`src/hw/spc_pkg.sv`:
```
// Constants, register map and carrier types of the six-channel PWM control.
// Assumes one 25 MHz clock and an Avalon-MM slave with byte addressing.
// Contract
// - Written period/duty load at period match
// - Immediate-update bit applies new values at once
// - Updates need three clocks before taking effect
// - Up/down mode doubles effective period and duty
// - Sync enable routes blanking input into PWM
// - Blanking low forces outputs idle, counter reset
// - Blanking high restarts counter and outputs
// - Halt idles outputs, counter zero, settings kept
// - Run control off freezes output pin levels
// - Drive-all-from-A: every output from channel A
// - Drive-all-from-A applies per-channel polarity bits
// - Six-channel mode: own duty, complementary pairs
// - Update-all: A duty write also updates B, C
// - Port release lets stopped pins follow port control
// - Disabled pins in drive modes follow port control
// - Ten-bit period and duty from extension bits
// - Duty equal period or zero gives constant level
package spc_pkg;
    // Register indices; the byte address is four times the index
    localparam logic [7:0] IDX_PERIOD_LOW = 8'hb5;
    localparam logic [7:0] IDX_DUTY_A = 8'hb6;
    localparam logic [7:0] IDX_MAIN_CTRL = 8'hb7;
    localparam logic [7:0] IDX_DUTY_B = 8'hba;
    localparam logic [7:0] IDX_DUTY_C = 8'hbb;
    localparam logic [7:0] IDX_EXTENSION = 8'hbc;
    localparam logic [7:0] IDX_DRIVE = 8'hbd;
    localparam logic [7:0] IDX_POL_PORT = 8'hbe;
    localparam logic [7:0] IDX_RUN_CTRL = 8'hc6;
    localparam logic [7:0] IDX_PORT_DIR = 8'hc7;
    localparam logic [7:0] IDX_STATUS = 8'hc8;
    localparam logic [7:0] IDX_COUNT_LOW = 8'hc9;

    // Reset values
    localparam logic [7:0] RST_PERIOD_LOW = 8'hff;
    localparam logic [7:0] RST_DUTY = 8'h7f;
    localparam logic [7:0] RST_CTRL = 8'h00;
    // Bit 1 of the polarity/port register is reserved and reads zero
    localparam logic [7:0] POL_PORT_MASK = 8'hfd;

    // Main control fields
    localparam int MC_PINS_EN = 7;
    localparam int MC_EXT_SYNC = 6;
    localparam int MC_UPDOWN = 5;
    localparam int MC_HALT = 4;
    localparam int MC_IMM = 3;
    localparam int MC_UPD_ALL = 2;
    // Drive register fields; pin enables sit in bits 5..0
    localparam int DR_ALL_A = 7;
    localparam int DR_SIX = 6;
    // Polarity/port fields
    localparam int PP_POL_A = 6;
    localparam int PP_POL_B = 5;
    localparam int PP_POL_C = 4;
    localparam int PP_RELEASE = 3;
    // Extension register: period [1:0], duty A [7:6], B [5:4], C [3:2]
    localparam int EX_PER = 0;
    localparam int EX_A = 6;
    localparam int EX_B = 4;
    localparam int EX_C = 2;

    // Clocks between a write and the point where it may take effect
    localparam int SYNC_CYCLES = 3;
    localparam int PIN_SYNC_STAGES = 3;

    // Pending masks: bit 0 period, 1..3 duty A..C
    localparam int PM_PER = 0;
    localparam int PM_A = 1;
    localparam int PM_B = 2;
    localparam int PM_C = 3;

    typedef struct packed {
        logic [9:0] period;
        logic [9:0] duty_a;
        logic [9:0] duty_b;
        logic [9:0] duty_c;
    } spc_active_t;

    // Pin order: 5 A, 4 A inverted, 3 B, 2 B inverted, 1 C, 0 C inverted
    typedef struct packed {
        logic [5:0] level;
        logic [5:0] oe_b;
    } spc_pins_t;
endpackage : spc_pkg

```
`src/hw/spc_pin_sync.sv`:
```
// Three-stage synchroniser with agreement filter for asynchronous pins.
// Assumes the input may change at any time relative to clk.
module spc_pin_sync
    import spc_pkg::*;
#(
    parameter int W = 1,
    parameter logic [W-1:0] RST_VAL = '1
) (
    // Clock and reset
    input wire logic clk,
    input wire logic rst_b,
    // Pin side
    input wire logic [W-1:0] pin,
    // Synchronised level
    output logic [W-1:0] level
);
    typedef struct packed {
        logic [W-1:0] ff1;
        logic [W-1:0] ff2;
        logic [W-1:0] ff3;
        logic [W-1:0] lvl;
    } spc_sync_st_t;

    spc_sync_st_t st_r;
    spc_sync_st_t st_nxt;

    always_comb begin
        st_nxt = st_r;
        st_nxt.ff1 = pin;
        st_nxt.ff2 = st_r.ff1;
        st_nxt.ff3 = st_r.ff2;
        // A change counts only once the last two stages agree
        for (int i = 0; i < W; i++) begin
            if (st_r.ff2[i] == st_r.ff3[i]) begin
                st_nxt.lvl[i] = st_r.ff3[i];
            end
        end
    end

    always_ff @(posedge clk or negedge rst_b) begin
        if (!rst_b) begin
            st_r <= '{ff1: RST_VAL, ff2: RST_VAL, ff3: RST_VAL, lvl: RST_VAL};
        end else begin
            st_r <= st_nxt;
        end
    end

    assign level = st_r.lvl;
endmodule : spc_pin_sync

```
`src/hw/spc_pwm_ctrl.sv`:
```
// Six-channel PWM control: register file, counter, update path, pin drive.
// Assumes a single clk, an Avalon-MM master and an external power stage.
//
// The Avalon-MM register port was decided locally.
module spc_pwm_ctrl
    import spc_pkg::*;
(
    // Clock and reset
    input wire logic clk,
    input wire logic rst_b,
    // Avalon-MM slave
    input wire logic [9:0] avs_address,
    input wire logic avs_read,
    input wire logic avs_write,
    input wire logic [3:0] avs_byteenable,
    input wire logic [31:0] avs_writedata,
    output logic [31:0] avs_readdata,
    output logic avs_waitrequest,
    // Blanking pin, asynchronous, active low
    input wire logic blanking_input_n,
    // PWM pins: level, and output enable low while driven
    output logic [5:0] pwm_out,
    output logic [5:0] pwm_oe_b
);
    typedef struct packed {
        logic ack;
        logic [31:0] rdata;
        logic [7:0] main_ctrl;
        logic [7:0] drive;
        logic [7:0] pol_port;
        logic [7:0] run_ctrl;
        logic [7:0] port_dir;
        logic [7:0] per_low;
        logic [7:0] ext;
        logic [7:0] dr_a;
        logic [7:0] dr_b;
        logic [7:0] dr_c;
        logic [SYNC_CYCLES-1:0][3:0] upd_pipe;
        logic [3:0] pend;
        spc_active_t act;
        logic [9:0] cnt;
        logic down;
        spc_pins_t pins;
    } spc_st_t;

    spc_st_t st_r;
    spc_st_t st_nxt;
    logic blank_lvl;

    spc_pin_sync #(.W(1), .RST_VAL(1'b1)) u_blank_sync (
        .clk(clk),
        .rst_b(rst_b),
        .pin(blanking_input_n),
        .level(blank_lvl)
    );

    logic [7:0] idx;
    logic wr_hit;
    logic [7:0] wbyte;
    logic halt;
    logic blanked;
    logic run;
    logic stopped;
    logic match;
    logic [3:0] arrive;
    logic [3:0] load;
    logic [9:0] per;
    logic [2:0] pol;
    logic [2:0] wav;
    logic [5:0] true_lvl;
    logic [5:0] idle_lvl;
    logic [5:0] pin_en;
    logic [7:0] rd_byte;

    assign idx = avs_address[9:2];
    assign wbyte = avs_writedata[7:0];
    assign wr_hit = avs_write && !st_r.ack && avs_byteenable[0];
    // One wait state, then the answer edge
    assign avs_waitrequest = (avs_read || avs_write) && !st_r.ack;
    assign avs_readdata = st_r.rdata;
    assign pwm_out = st_r.pins.level;
    assign pwm_oe_b = st_r.pins.oe_b;

    assign halt = st_r.main_ctrl[MC_HALT];
    // Blanking acts only once the pin synchroniser has agreed
    assign blanked = st_r.main_ctrl[MC_EXT_SYNC] && !blank_lvl;
    assign run = st_r.run_ctrl[0];
    assign stopped = halt || blanked || !run;
    assign per = st_r.act.period;
    assign pol = {st_r.pol_port[PP_POL_A], st_r.pol_port[PP_POL_B], st_r.pol_port[PP_POL_C]};

    // Period match: end of an up count, or bottom of the down slope
    always_comb begin
        if (st_r.main_ctrl[MC_UPDOWN]) begin
            // A zero period must still match, or pending values never load
            match = (per == 10'h000) || (st_r.down && (st_r.cnt <= 10'h001));
        end else begin
            match = (per == 10'h000) || (st_r.cnt >= per - 10'h001);
        end
    end

    // Channel waveforms before polarity; zero duty never high, full duty always
    always_comb begin
        wav[2] = st_r.down ? (st_r.cnt <= st_r.act.duty_a) : (st_r.cnt < st_r.act.duty_a);
        wav[1] = st_r.down ? (st_r.cnt <= st_r.act.duty_b) : (st_r.cnt < st_r.act.duty_b);
        wav[0] = st_r.down ? (st_r.cnt <= st_r.act.duty_c) : (st_r.cnt < st_r.act.duty_c);
        if (st_r.act.duty_a == 10'h000) begin
            wav[2] = 1'b0;
        end
        if (st_r.act.duty_b == 10'h000) begin
            wav[1] = 1'b0;
        end
        if (st_r.act.duty_c == 10'h000) begin
            wav[0] = 1'b0;
        end
        if (st_r.drive[DR_ALL_A]) begin
            wav[1] = wav[2];
            wav[0] = wav[2];
        end
    end

    // Pair levels with polarity, and idle levels
    generate
        for (genvar ch = 0; ch < 3; ch++) begin : g_pair
            // Polarity 1 gives active-high; the partner is the opposite phase
            assign true_lvl[2*ch+1] = pol[ch] ? wav[ch] : !wav[ch];
            assign true_lvl[2*ch] = !true_lvl[2*ch+1];
            // Idle is the inactive phase, the same for halt and blanking
            assign idle_lvl[2*ch+1] = !pol[ch];
            assign idle_lvl[2*ch] = pol[ch];
        end
    endgenerate

    // Neither force mode: all six pins run; force modes: per-pin enables
    assign pin_en = (st_r.drive[DR_ALL_A] || st_r.drive[DR_SIX]) ? st_r.drive[5:0] : 6'h3f;

    // Write events leave the update pipe by kind; load at match, or on arrival with immediate update
    always_comb begin
        arrive = st_r.upd_pipe[SYNC_CYCLES-1];
        if (st_r.main_ctrl[MC_IMM]) begin
            load = match ? (st_r.pend | arrive) : arrive;
        end else begin
            load = match ? (st_r.pend | arrive) : 4'h0;
        end
    end

    always_comb begin
        rd_byte = 8'h00;
        case (idx)
            IDX_PERIOD_LOW: rd_byte = st_r.per_low;
            IDX_DUTY_A: rd_byte = st_r.dr_a;
            IDX_MAIN_CTRL: rd_byte = st_r.main_ctrl;
            IDX_DUTY_B: rd_byte = st_r.dr_b;
            IDX_DUTY_C: rd_byte = st_r.dr_c;
            IDX_EXTENSION: rd_byte = st_r.ext;
            IDX_DRIVE: rd_byte = st_r.drive;
            IDX_POL_PORT: rd_byte = st_r.pol_port & POL_PORT_MASK;
            // Run control reads back count high bits, blanking and direction
            IDX_RUN_CTRL: rd_byte = {2'h0, st_r.cnt[9:8], 1'b0, ~blank_lvl, st_r.down,
                                    st_r.run_ctrl[0]};
            IDX_PORT_DIR: rd_byte = {2'h0, st_r.port_dir[5:0]};
            IDX_STATUS: rd_byte = {stopped, blanked, st_r.pins.level};
            IDX_COUNT_LOW: rd_byte = st_r.cnt[7:0];
            default: rd_byte = 8'h00;
        endcase
    end

    always_comb begin
        logic [3:0] wr_kind;
        wr_kind = 4'h0;
        st_nxt = st_r;

        // Bus answer: one wait state, then a one-cycle acknowledge
        st_nxt.ack = (avs_read || avs_write) && !st_r.ack;
        if (avs_read && !st_r.ack) begin
            st_nxt.rdata = {24'h000000, rd_byte};
        end

        if (wr_hit) begin
            case (idx)
                IDX_PERIOD_LOW: begin
                    st_nxt.per_low = wbyte;
                    wr_kind[PM_PER] = 1'b1;
                end
                IDX_DUTY_A: begin
                    st_nxt.dr_a = wbyte;
                    wr_kind[PM_A] = 1'b1;
                    if (st_r.main_ctrl[MC_UPD_ALL]) begin
                        wr_kind[PM_B] = 1'b1;
                        wr_kind[PM_C] = 1'b1;
                    end
                end
                IDX_MAIN_CTRL: st_nxt.main_ctrl = wbyte;
                IDX_DUTY_B: begin
                    st_nxt.dr_b = wbyte;
                    // With update-all, B waits for the next A write
                    wr_kind[PM_B] = !st_r.main_ctrl[MC_UPD_ALL];
                end
                IDX_DUTY_C: begin
                    st_nxt.dr_c = wbyte;
                    wr_kind[PM_C] = !st_r.main_ctrl[MC_UPD_ALL];
                end
                IDX_EXTENSION: begin
                    st_nxt.ext = wbyte;
                    wr_kind = st_r.main_ctrl[MC_UPD_ALL] ? 4'h3 : 4'hf;
                end
                IDX_DRIVE: st_nxt.drive = wbyte;
                IDX_POL_PORT: st_nxt.pol_port = wbyte & POL_PORT_MASK;
                IDX_RUN_CTRL: st_nxt.run_ctrl = {7'h00, wbyte[0]};
                IDX_PORT_DIR: st_nxt.port_dir = {2'h0, wbyte[5:0]};
                // Unmapped indices take the write and keep nothing
                default: st_nxt.run_ctrl = st_r.run_ctrl;
            endcase
        end

        // Three-clock transfer stage ahead of the active registers
        st_nxt.upd_pipe[0] = wr_kind;
        for (int i = 1; i < SYNC_CYCLES; i++) begin
            st_nxt.upd_pipe[i] = st_r.upd_pipe[i-1];
        end
        // A late arrival on the load cycle is still kept
        st_nxt.pend = (st_r.pend | arrive) & ~load;

        // Ten-bit values formed from extension bits and low bytes
        if (load[PM_PER]) begin
            st_nxt.act.period = {st_r.ext[EX_PER+1:EX_PER], st_r.per_low};
        end
        if (load[PM_A]) begin
            st_nxt.act.duty_a = {st_r.ext[EX_A+1:EX_A], st_r.dr_a};
        end
        if (load[PM_B]) begin
            st_nxt.act.duty_b = {st_r.ext[EX_B+1:EX_B], st_r.dr_b};
        end
        if (load[PM_C]) begin
            st_nxt.act.duty_c = {st_r.ext[EX_C+1:EX_C], st_r.dr_c};
        end

        // Counter
        // Halt and blanking clear it, so a restart opens a fresh period
        if (halt || blanked) begin
            st_nxt.cnt = 10'h000;
            st_nxt.down = 1'b0;
        end else if (!run) begin
            st_nxt.cnt = st_r.cnt;
        end else if (st_r.main_ctrl[MC_UPDOWN]) begin
            // Up 0..P-1, down P..1: twice the programmed period
            if (per == 10'h000) begin
                st_nxt.cnt = 10'h000;
                st_nxt.down = 1'b0;
            end else if (!st_r.down) begin
                st_nxt.cnt = st_r.cnt + 10'h001;
                st_nxt.down = (st_r.cnt >= per - 10'h001);
            end else if (match) begin
                st_nxt.cnt = 10'h000;
                st_nxt.down = 1'b0;
            end else begin
                st_nxt.cnt = st_r.cnt - 10'h001;
            end
        end else begin
            st_nxt.down = 1'b0;
            st_nxt.cnt = match ? 10'h000 : st_r.cnt + 10'h001;
        end

        // Pin drive
        // Released pins hold level low inside; the port decides the pin
        for (int p = 0; p < 6; p++) begin
            if (!st_r.main_ctrl[MC_PINS_EN]) begin
                st_nxt.pins.level[p] = 1'b0;
                st_nxt.pins.oe_b[p] = !st_r.port_dir[p];
            end else if (!pin_en[p]) begin
                st_nxt.pins.level[p] = 1'b0;
                st_nxt.pins.oe_b[p] = !st_r.port_dir[p];
            end else if (stopped && st_r.pol_port[PP_RELEASE]) begin
                st_nxt.pins.level[p] = 1'b0;
                st_nxt.pins.oe_b[p] = !st_r.port_dir[p];
            end else if (halt || blanked) begin
                st_nxt.pins.level[p] = idle_lvl[p];
                st_nxt.pins.oe_b[p] = 1'b0;
            end else if (!run) begin
                st_nxt.pins.level[p] = st_r.pins.level[p];
                st_nxt.pins.oe_b[p] = 1'b0;
            end else begin
                st_nxt.pins.level[p] = true_lvl[p];
                st_nxt.pins.oe_b[p] = 1'b0;
            end
        end
    end

    always_ff @(posedge clk or negedge rst_b) begin
        if (!rst_b) begin
            st_r <= '0;
            st_r.per_low <= RST_PERIOD_LOW;
            st_r.dr_a <= RST_DUTY;
            st_r.dr_b <= RST_DUTY;
            st_r.dr_c <= RST_DUTY;
            // Active values start equal to the register reset values
            st_r.act.period <= {2'h0, RST_PERIOD_LOW};
            st_r.act.duty_a <= {2'h0, RST_DUTY};
            st_r.act.duty_b <= {2'h0, RST_DUTY};
            st_r.act.duty_c <= {2'h0, RST_DUTY};
            st_r.pins.oe_b <= 6'h3f;
        end else begin
            st_r <= st_nxt;
        end
    end
endmodule : spc_pwm_ctrl

```
`config.mk`:
```
export PLATFORM = sky130hd
export DESIGN_NAME = spc_pwm_ctrl
export DESIGN_NICKNAME = d
export VERILOG_FILES = /design/src/hw/spc_pkg.sv /design/src/hw/spc_pin_sync.sv /design/src/hw/spc_pwm_ctrl.sv
export SDC_FILE = /design/constraint.sdc
export NUM_CORES = 1
export LEC_CHECK = 0
export BUFFER_PORTS_ARGS = -buffer_cell sky130_fd_sc_hd__buf_2
export CORE_ASPECT_RATIO = 1.25
export CORE_UTILIZATION = 30
export DETAILED_ROUTE_END_ITERATION = 6
export HOLD_SLACK_MARGIN = 0.15
export PLACE_DENSITY = 0.44
export SLEW_MARGIN = 20
export SYNTH_ARGS = -nofsm -noshare
export SYNTH_HDL_FRONTEND = slang
export SYNTH_HIERARCHICAL = 1
export SYNTH_SLANG_ARGS = --single-unit
```
`constraint.sdc`:
```
create_clock -name clk -period 5.4 [get_ports clk]
set_input_delay 1.08 -clock clk [delete_from_list [all_inputs] [get_ports clk]]
set_output_delay 1.08 -clock clk [all_outputs]
set_load 0.02 [all_outputs]
```
# Yosys cells after proc, flatten, opt, wreduce, memory -nomap -nowiden
# Cells that the tools add are included.
# totals
register_bits	162
input_bits	51
output_inout_bits	45
word_cells	194
# op_classes
add_sub_neg	3
order_cmp	8
n_eq_ne	19
mux	80
n_bitwise	4
n_reduce_logical	47
# ops
op	count
$eq A8 B8 Y1 const B	12
$pmux W8 S12	1
$mux W1	60
$mux W11	4
$logic_not A10 Y1	4
$le A10 B10 Y1	3
$lt A10 B10 Y1	3
$mux W10	3
$ne A5 B3 Y1 const B	6
$mux W4	5
$reduce_and A2 Y1	10
$sub A10 B1 Y10 const B	2
$logic_not A1 Y1	19
$add A10 B1 Y10 const B	1
$ge A10 B10 Y1	1
$le A10 B1 Y1 const B	1
$logic_and A1 B1 Y1	7
$logic_or A1 B1 Y1	6
$mux W6	1
$pmux W1 S3	2
$and A4 B4 Y4	1
$mux W2	2
$not A4 Y4	1
$or A4 B4 Y4	1
other kinds (4)	5

# Depth between registers and ports, before layout
# Gate-level depths: netlist (run 1).
# depth
depth_word	12
mapped_depth	14
mapped_depth_nobuf	13

# Modules after synthesis
# The synthesis (run 1) kept the hierarchy.
# modules_own_cells
mod	instances	cells_each	area_per_inst_um2	seq_area_each_um2
spc_pwm_ctrl	1	813	8951.1	4033.9
spc_pin_sync	1	5	116.4	105.1

# Least setup slack after synthesis (run 1)
# OpenSTA, ideal clock, no wires.
# synth_path
path_type	register to register
start	register st_r (netlist bit per[0])
end	register st_r[30] (netlist bit)
setup_ps	125
arrival_ps	3088
required_time_ps	5275
setup_slack_ps	2187
path_stages_with_launch	14
n_path_buf	0
period_less_slack_ps	3213
path_cell_list	dfstp_2 -> inv_1 -> ha_1 -> or4b_1 -> nor2_1 -> xnor2_1 -> ha_1 -> a21o_1 -> a21o_1 -> a21oi_1 -> o32a_4 -> nand3_4 -> a22oi_4 -> mux2_4
# synth_via
elab_chain_cells	6
word_cells_on_any_way	9
cone_classes	1 x add/sub; 1 x order compare; 4 x mux; 3 x reduce/logical
# synth_lines
element	line	rtl
start: declaration	spc_pwm_ctrl.sv:46	spc_st_t st_r;
start signal: assignment	spc_pwm_ctrl.sv:303	st_r <= st_nxt;
$sub A10 B1 Y10	spc_pwm_ctrl.sv:98	match = (per == 10'h000) || (st_r.cnt >= per - 10'h001);
$ge A10 B10 Y1	spc_pwm_ctrl.sv:98	
$logic_or A1 B1 Y1	spc_pwm_ctrl.sv:98	
$mux W1 (*)	spc_pwm_ctrl.sv:94	if (st_r.main_ctrl[MC_UPDOWN]) begin
$mux W4, on equally long branches	spc_pwm_ctrl.sv:143, spc_pwm_ctrl.sv:141	
$mux W4 (*)	spc_pwm_ctrl.sv:140	if (st_r.main_ctrl[MC_IMM]) begin
# Mark *: on every way between the ends. The rest lies on a longest branch, timed or not.
# A chain may end at the register's enable or synchronous reset.

# Worst setup path after layout (run 1)
# layout_path
start	register st_r (netlist bit per[0])
end	register st_r[40] (netlist bit)
# Same word-level chain as after synthesis.

==> results.toml, run 1 <==
[synth]
ys_warn_count = 6
synthAdderAreaFrac_pct = 6.196
synth_mux_area_share_pct = 14.86
synth_area_leaders = "dfrtp_1, dfstp_2, mux2_2"
yosysTopAreaCellShare_pct = 25.94
ys.flop_type = "dfrtp_1"
synth_xor_area_share_pct = 1.159
synth-edff-count = 0
synth_seq_cells = 162
seq_area_frac_synth_pct = 45.65
synth_compound_area_share_pct = 12.72
synth_cells = 818
synth_simple_gate_area_share_pct = 12.81
synthArstFlopShare_pct = 100.0
synth_area_per_cell_um2 = 11.08
yosysTopAreaCell = "dfrtp_1"
yosysUniqueCellTypes = 76
synth_top_family_by_area = "multiplexers"
netlist_area_um2 = 9067

[worst_setup_path]
r2r_end = "st_r[40]"
crit_chain = "inv_1, ha_1, or4b_1, nor2_1, xnor2_1, ha_1, a21o_1, a21o_1, a21oi_1, o32a_4, nand3_4, a22oi_4, mux2_2"
cp_slowest_cell = "or4b_1"
crit_fanout = 10
rrSetupSlack_ps = 1840
cp-start-kind = "register"
crit_required_ps = 5710
crit_family = "compound AO/OA/AOI/OAI gates"
slowest_delay_ps = 550
cp_data_arrival_time_ps = 3870
r2r_cells = 13
worstSetupPathType = "register to register"
cp.buffers_inverters = 1
timing.rr.start = "per[0]"
cp_num_cells = 13
critPathCaptureType = "register"

[finish]
final_common_cell = "mux2_2"
multi_input_area_um2 = 4428
fin_nets = 939
fin_util_pct = 34.26
drive_gt1_share_pct = 33.02
final_cell_mix = "mux2_2, dfrtp_1, dfstp_2"
diodes = 0
regArea_um2 = 4139
final_cells = 1253
final.fill_count = 3007
syn_to_final_growth_pct = 11.54

[floorplan]
die_w_um = 157.5
die_h_um = 196.4
rows = 70
core_area_um2 = 29520
io_pins = 96
fp.dieArea_um2 = 30930
start_util_pct = 30.72

[clock_tree]
insertion_delay_ps = 430
post_cts_buffers = 0
ctsHoldBuffers = 0
cts.sinks = 162
clock_path_buffers = 2
htree_num_levels = 4
clk_pin_slew_ps = 60
tritoncts = "yes"
cts-buffers-inserted = 17
cts.root.buffer_cell = "clkbuf_16"
cts_resized = 0

[route]
vias = 6335
firstDrtPassIters = 5
drtIter0Drc = 466
drtAntennaViolNets = 0
wire_per_inst_um = 20.79
drcViolationCount = 0
wl_mm = 26.06
vias_per_cell = 5.056

[run]
maxCapViolations = 0

[placed_design]
globalplace.congestion = 0.8173
place_ws_ps = 1786
placed_cells = 1221
dp_hpwl_mm = 18.84
io_buffers = 42

[min_path]
hold_depth = 0
hold_end = "arrive[2]"
min_from = "st_nxt[77]"
min_path_type = "register to register"

[status]
status = "complete, no violations"

[sta]
slew_violations = 0
period_share_pct = 65.90
final.min_clock_period_ps = 3558
tightest_slew_ps = 1141
fin_skew_ps = 9.890
setup_slack_ps = 1842
hold_violations = 0
setup_tns_ps = 0
rsz0062_at_grt = "false"
max_freq_ghz = 0.2810
maxSlewHeadroom_pct = 23.68
finalSetupViolCount = 0

[global_routing]
track_usage_pct = 17.95
grt_antenna_before_repair = 0
grt_max_degree = 101
grt_first_pass_wirelength_mm = 40.02
grt_overflow = 0
grt_pass1_vias = 6322

[power]
p_leak_nw = 4.396
p_per_area_nw_per_um2 = 262.2
finalPower_mw = 2.652
ir_drop_uv = 227.8
registers in the layout (all words and copies together), names as in the netlist, 2 cells and up:
signal,count
st_r,111
u_blank_sync/st_nxt,2
arrive,4
per,10
avs_readdata,8
idle_lvl,3
st_nxt,8
pwm_out,6
pwm_oe_b,6
synthesized netlist by cell type, types with 8 or more instances:
cell / instances
mux2_2: 101
dfrtp_1: 94
dfstp_2: 68
buf_4: 44
ha_1: 44
nor2_1: 43
nand2_1: 42
inv_1: 39
a21oi_1: 33
nand3_1: 29
clkbuf_1: 25
o21ai_0: 25
a31oi_1: 17
nor2b_1: 16
nor3_1: 12
nand2b_1: 11
mux2_4: 10
or3_1: 10
xnor2_1: 9
and3_1: 8
layout make-up:
cell class              instances  area share [%]
well taps                     396           4.899
flip-flops and latches        162           40.93
clock inverters                 9          0.7299
inverters                      40           1.485
clock buffers                  23           4.726
repair buffers                 58           3.452
multi-input cells             565           43.78
logic make-up (layout without fill, tap and decap cells):
family,Yosys count,after routing
adders and majority gates,45,45
muxes,117,117
xor gates and xnor gates,12,12
DFF,162,162
and+or+nand+nor,213,213
AOI/OAI and AO/OA,154,154
buffers and inverters,114,130
other,1,24
per-layer routing:
layer / share of wire [%] / track usage, % / vias up
met1: 45 / 23.49 / 3180
met3: 2.7 / 2.507 / 28
met4: 2.2 / 6.688 / 0
met2: 50 / 29.89 / 149
li1: - / - / 2978
met5: 0 / 0 / -
how the worst max path moves through the flow:
stage                     startpoint        to  slack (ps)
after floorplan               per[0]  st_r[30]        2190
after global placement        per[0]  st_r[40]        1800
after detailed placement      per[0]  st_r[40]        1790
after CTS                     per[0]  st_r[40]        1770
after global routing          per[0]  st_r[40]        1590
final                         per[0]  st_r[40]        1840
per-stage QoR:
| step | area (um^2) | hold WS (ps) |
|---|---|---|
| floorplan | 9154 | 331.2 |
| global placement | 9562 | 332.0 |
| detailed placement | 9562 | 334.7 |
| CTS | 10110 | 348.0 |
| global route | 10110 | 349.8 |
| finish | 10110 | 346.0 |
power breakdown:
part	leakage (nW)	switching, mW	total [mW]	internal, mW
Clock	0.257	0.514	1.14	0.631
Sequential	1.98	0.0232	1.27	1.25
Combinational	2.16	0.164	0.236	0.0722
(Power assumes the default switching activity.)
==> run 2, diff against run 1 <==
--- a/config.mk
+++ b/config.mk
@@ -10,7 +10,7 @@
 export CORE_UTILIZATION = 30
 export DETAILED_ROUTE_END_ITERATION = 6
 export HOLD_SLACK_MARGIN = 0.15
-export PLACE_DENSITY = 0.44
+export PLACE_DENSITY = 0.46
 export SLEW_MARGIN = 20
 export SYNTH_ARGS = -nofsm -noshare
 export SYNTH_HDL_FRONTEND = slang
==> constraint.sdc (replaced) <==
create_clock -name clk -period 3 [get_ports clk]
set_input_delay 0.6 -clock clk [delete_from_list [all_inputs] [get_ports clk]]
set_output_delay 0.6 -clock clk [all_outputs]
set_load 0.02 [all_outputs]
==> run 2 against run 1 <==
  * The flow now finishes with violations (setup timing)
  * Clock power grew 85%
  * Die area is the same
  * Critical path depth is the same
  * Hold slack lost 190 ps
  * Sequential cell count is the same
  * Largest power group unchanged
  * Global-route usage grew 0.76 points
  * Total power grew 83%
  * Setup slack lost 2000 ps
  * Largest cell class unchanged
==> results.toml, run 2 (synthesis gave the netlist of run 1 again) <==
[route]
firstDrtPassIters = 6
drtIter0Drc = 407
drcViolationCount = 0
drtAntennaViolNets = 0
vias = 6743
wl_mm = 27.21
wire_per_inst_um = 20.61
vias_per_cell = 5.108

[global_routing]
grt_first_pass_wirelength_mm = 41.89
grt_max_degree = 72
track_usage_pct = 18.71
grt_antenna_before_repair = 0
grt_overflow = 0
grt_pass1_vias = 6732

[finish]
regMostFlops = "st_r"
regArea_um2 = 4139
final.fill_count = 2946
fin_nets = 1007
final_common_cell = "mux2_2"
multi_input_area_um2 = 4613
final_cell_mix = "mux2_2, dfrtp_1, buf_4"
syn_to_final_growth_pct = 20.20
largest_reg_flops = 111
drive_gt1_share_pct = 40.37
diodes = 0

[floorplan]
fp.dieArea_um2 = 30930
core_area_um2 = 29520
rows = 70
die_h_um = 196.4
start_util_pct = 30.72
io_pins = 96
die_w_um = 157.5

[power]
ir_drop_uv = 399.0
p_per_area_nw_per_um2 = 446.1
power.share.sequential_pct = 47.0
p_sw_share_pct = 25.44
clkPwrFrac_pct = 43.5
p_int_mw = 3.626
p_leak_nw = 4.823
p_comb_share_pct = 9.5
p_switching_mw = 1.237

[clock_tree]
cts.sinks = 162
cts.root.buffer_cell = "clkbuf_16"
tritoncts = "yes"
insertion_delay_ps = 430
htree_num_levels = 4
clock_path_buffers = 2
cts-buffers-inserted = 17
clk_pin_slew_ps = 60

[worst_setup_path]
crit_fanout = 10
critPathCaptureType = "register"
r2r_end = "st_r[41]"
r2r_cells = 13
slowest_delay_ps = 500
cp_data_arrival_time_ps = 3480
timing.rr.start = "per[0]"
crit_chain = "inv_2, ha_4, or4b_4, nor2_4, xnor2_2, ha_1, a21o_1, a21oi_2, o32a_4, nand3_4, a22oi_4, buf_12, mux2_2"
cp-start-kind = "register"
cp-endpoint = "st_r[41]"
rrSetupSlack_ps = -170
crit_required_ps = 3320
worstSetupPathType = "register to register"
cp_slowest_cell = "or4b_4"
critPathLaunch = "per[0]"

[sta]
max_freq_ghz = 0.3158
final.min_clock_period_ps = 3167
timing.hold.ws_ps = 160.9
slew_violations = 0
fin_skew_ps = 9.975
setup_slack_ps = -167.0
hold_violations = 0
finalSetupViolCount = 45
tightest_slew_ps = 718.8
maxSlewHeadroom_pct = 52.08
setup_tns_ps = -5322
period_share_pct = 105.6
rsz0062_at_grt = "true"

[min_path]
min_path_type = "input port to asynchronous set/reset pin"

[status]
status = "finished, violations left"
violations = "setup timing"

[placed_design]
dp_hpwl_mm = 20.48
globalplace.congestion = 0.8228
io_buffers = 42

[run]
maxCapViolations = 0
run 2: layer usage:
metal  track usage, %  vias up  wire length, um
li1                 -     3102                -
met1            23.55     3434            11780
met2            32.12      177            13840
met3            2.880       30              955
met4            6.868        0              635
met5                0        -                0
run 2: how the worst min path moves through the flow:
stage / endpoint / cells after the start
after detailed placement: st_nxt[78] / 0
after global placement: arrive[0] / 0
after CTS: st_r[42] / 1
after global routing: st_r[42] / 1
final: st_r[42] / 1
after floorplan: arrive[0] / 0
run 2: repair_timing:
action | CTS | global route
pin swaps | 9 | 14
endpoints found under the setup margin | 49 | 50
buffers inserted | 3 | 1
resized for setup | 13 | 18
hold buffers | 0 | 0
gates cloned | 1 | 0
run 2: final cells by class:
class | instances | share of cell area, %
clock buffers | 22 | 4.075
multi-input cells | 566 | 42.33
inverters | 40 | 1.378
clock inverters | 9 | 1.010
repair buffers | 125 | 8.690
flip-flops and latches | 162 | 37.97
well taps | 396 | 4.546
run 2: worst max-delay path: cells and delay by family, from the launching register on:
kind	cells	cell delay, ps
compound gates	4	800
xor+xnor	1	110
fa+ha+maj	2	400
buf+inv	2	240
flops	1	380
mux	1	330
simple gates	3	770
run 2: stage by stage:
stage | instances | worst slack [ps] | total power, mW | utilization (%) | instance area, um^2
detailed placement | 1286 | -160.1 | 2.787 | 34.41 | 10160
floorplan | 841 | -54.64 | 2.604 | - | 9181
CTS | 1321 | -170.1 | 4.933 | 36.57 | 10800
global route | 1320 | -275.2 | 5.060 | 36.93 | 10900
global placement | 1286 | -165.6 | 2.786 | 34.41 | 10160
finish | 1320 | -167.0 | 4.862 | 36.93 | 10900
run 2: power groups by stage:
stage / Combinational [mW] / Clock (mW) / Sequential [mW]
2_1_floorplan: 0.295 / 0 / 2.31
3_3_place_gp: 0.461 / 0 / 2.33
3_5_place_dp: 0.462 / 0 / 2.32
4_1_cts: 0.465 / 2.18 / 2.29
5_1_grt: 0.512 / 2.26 / 2.29
6_report: 0.462 / 2.11 / 2.29
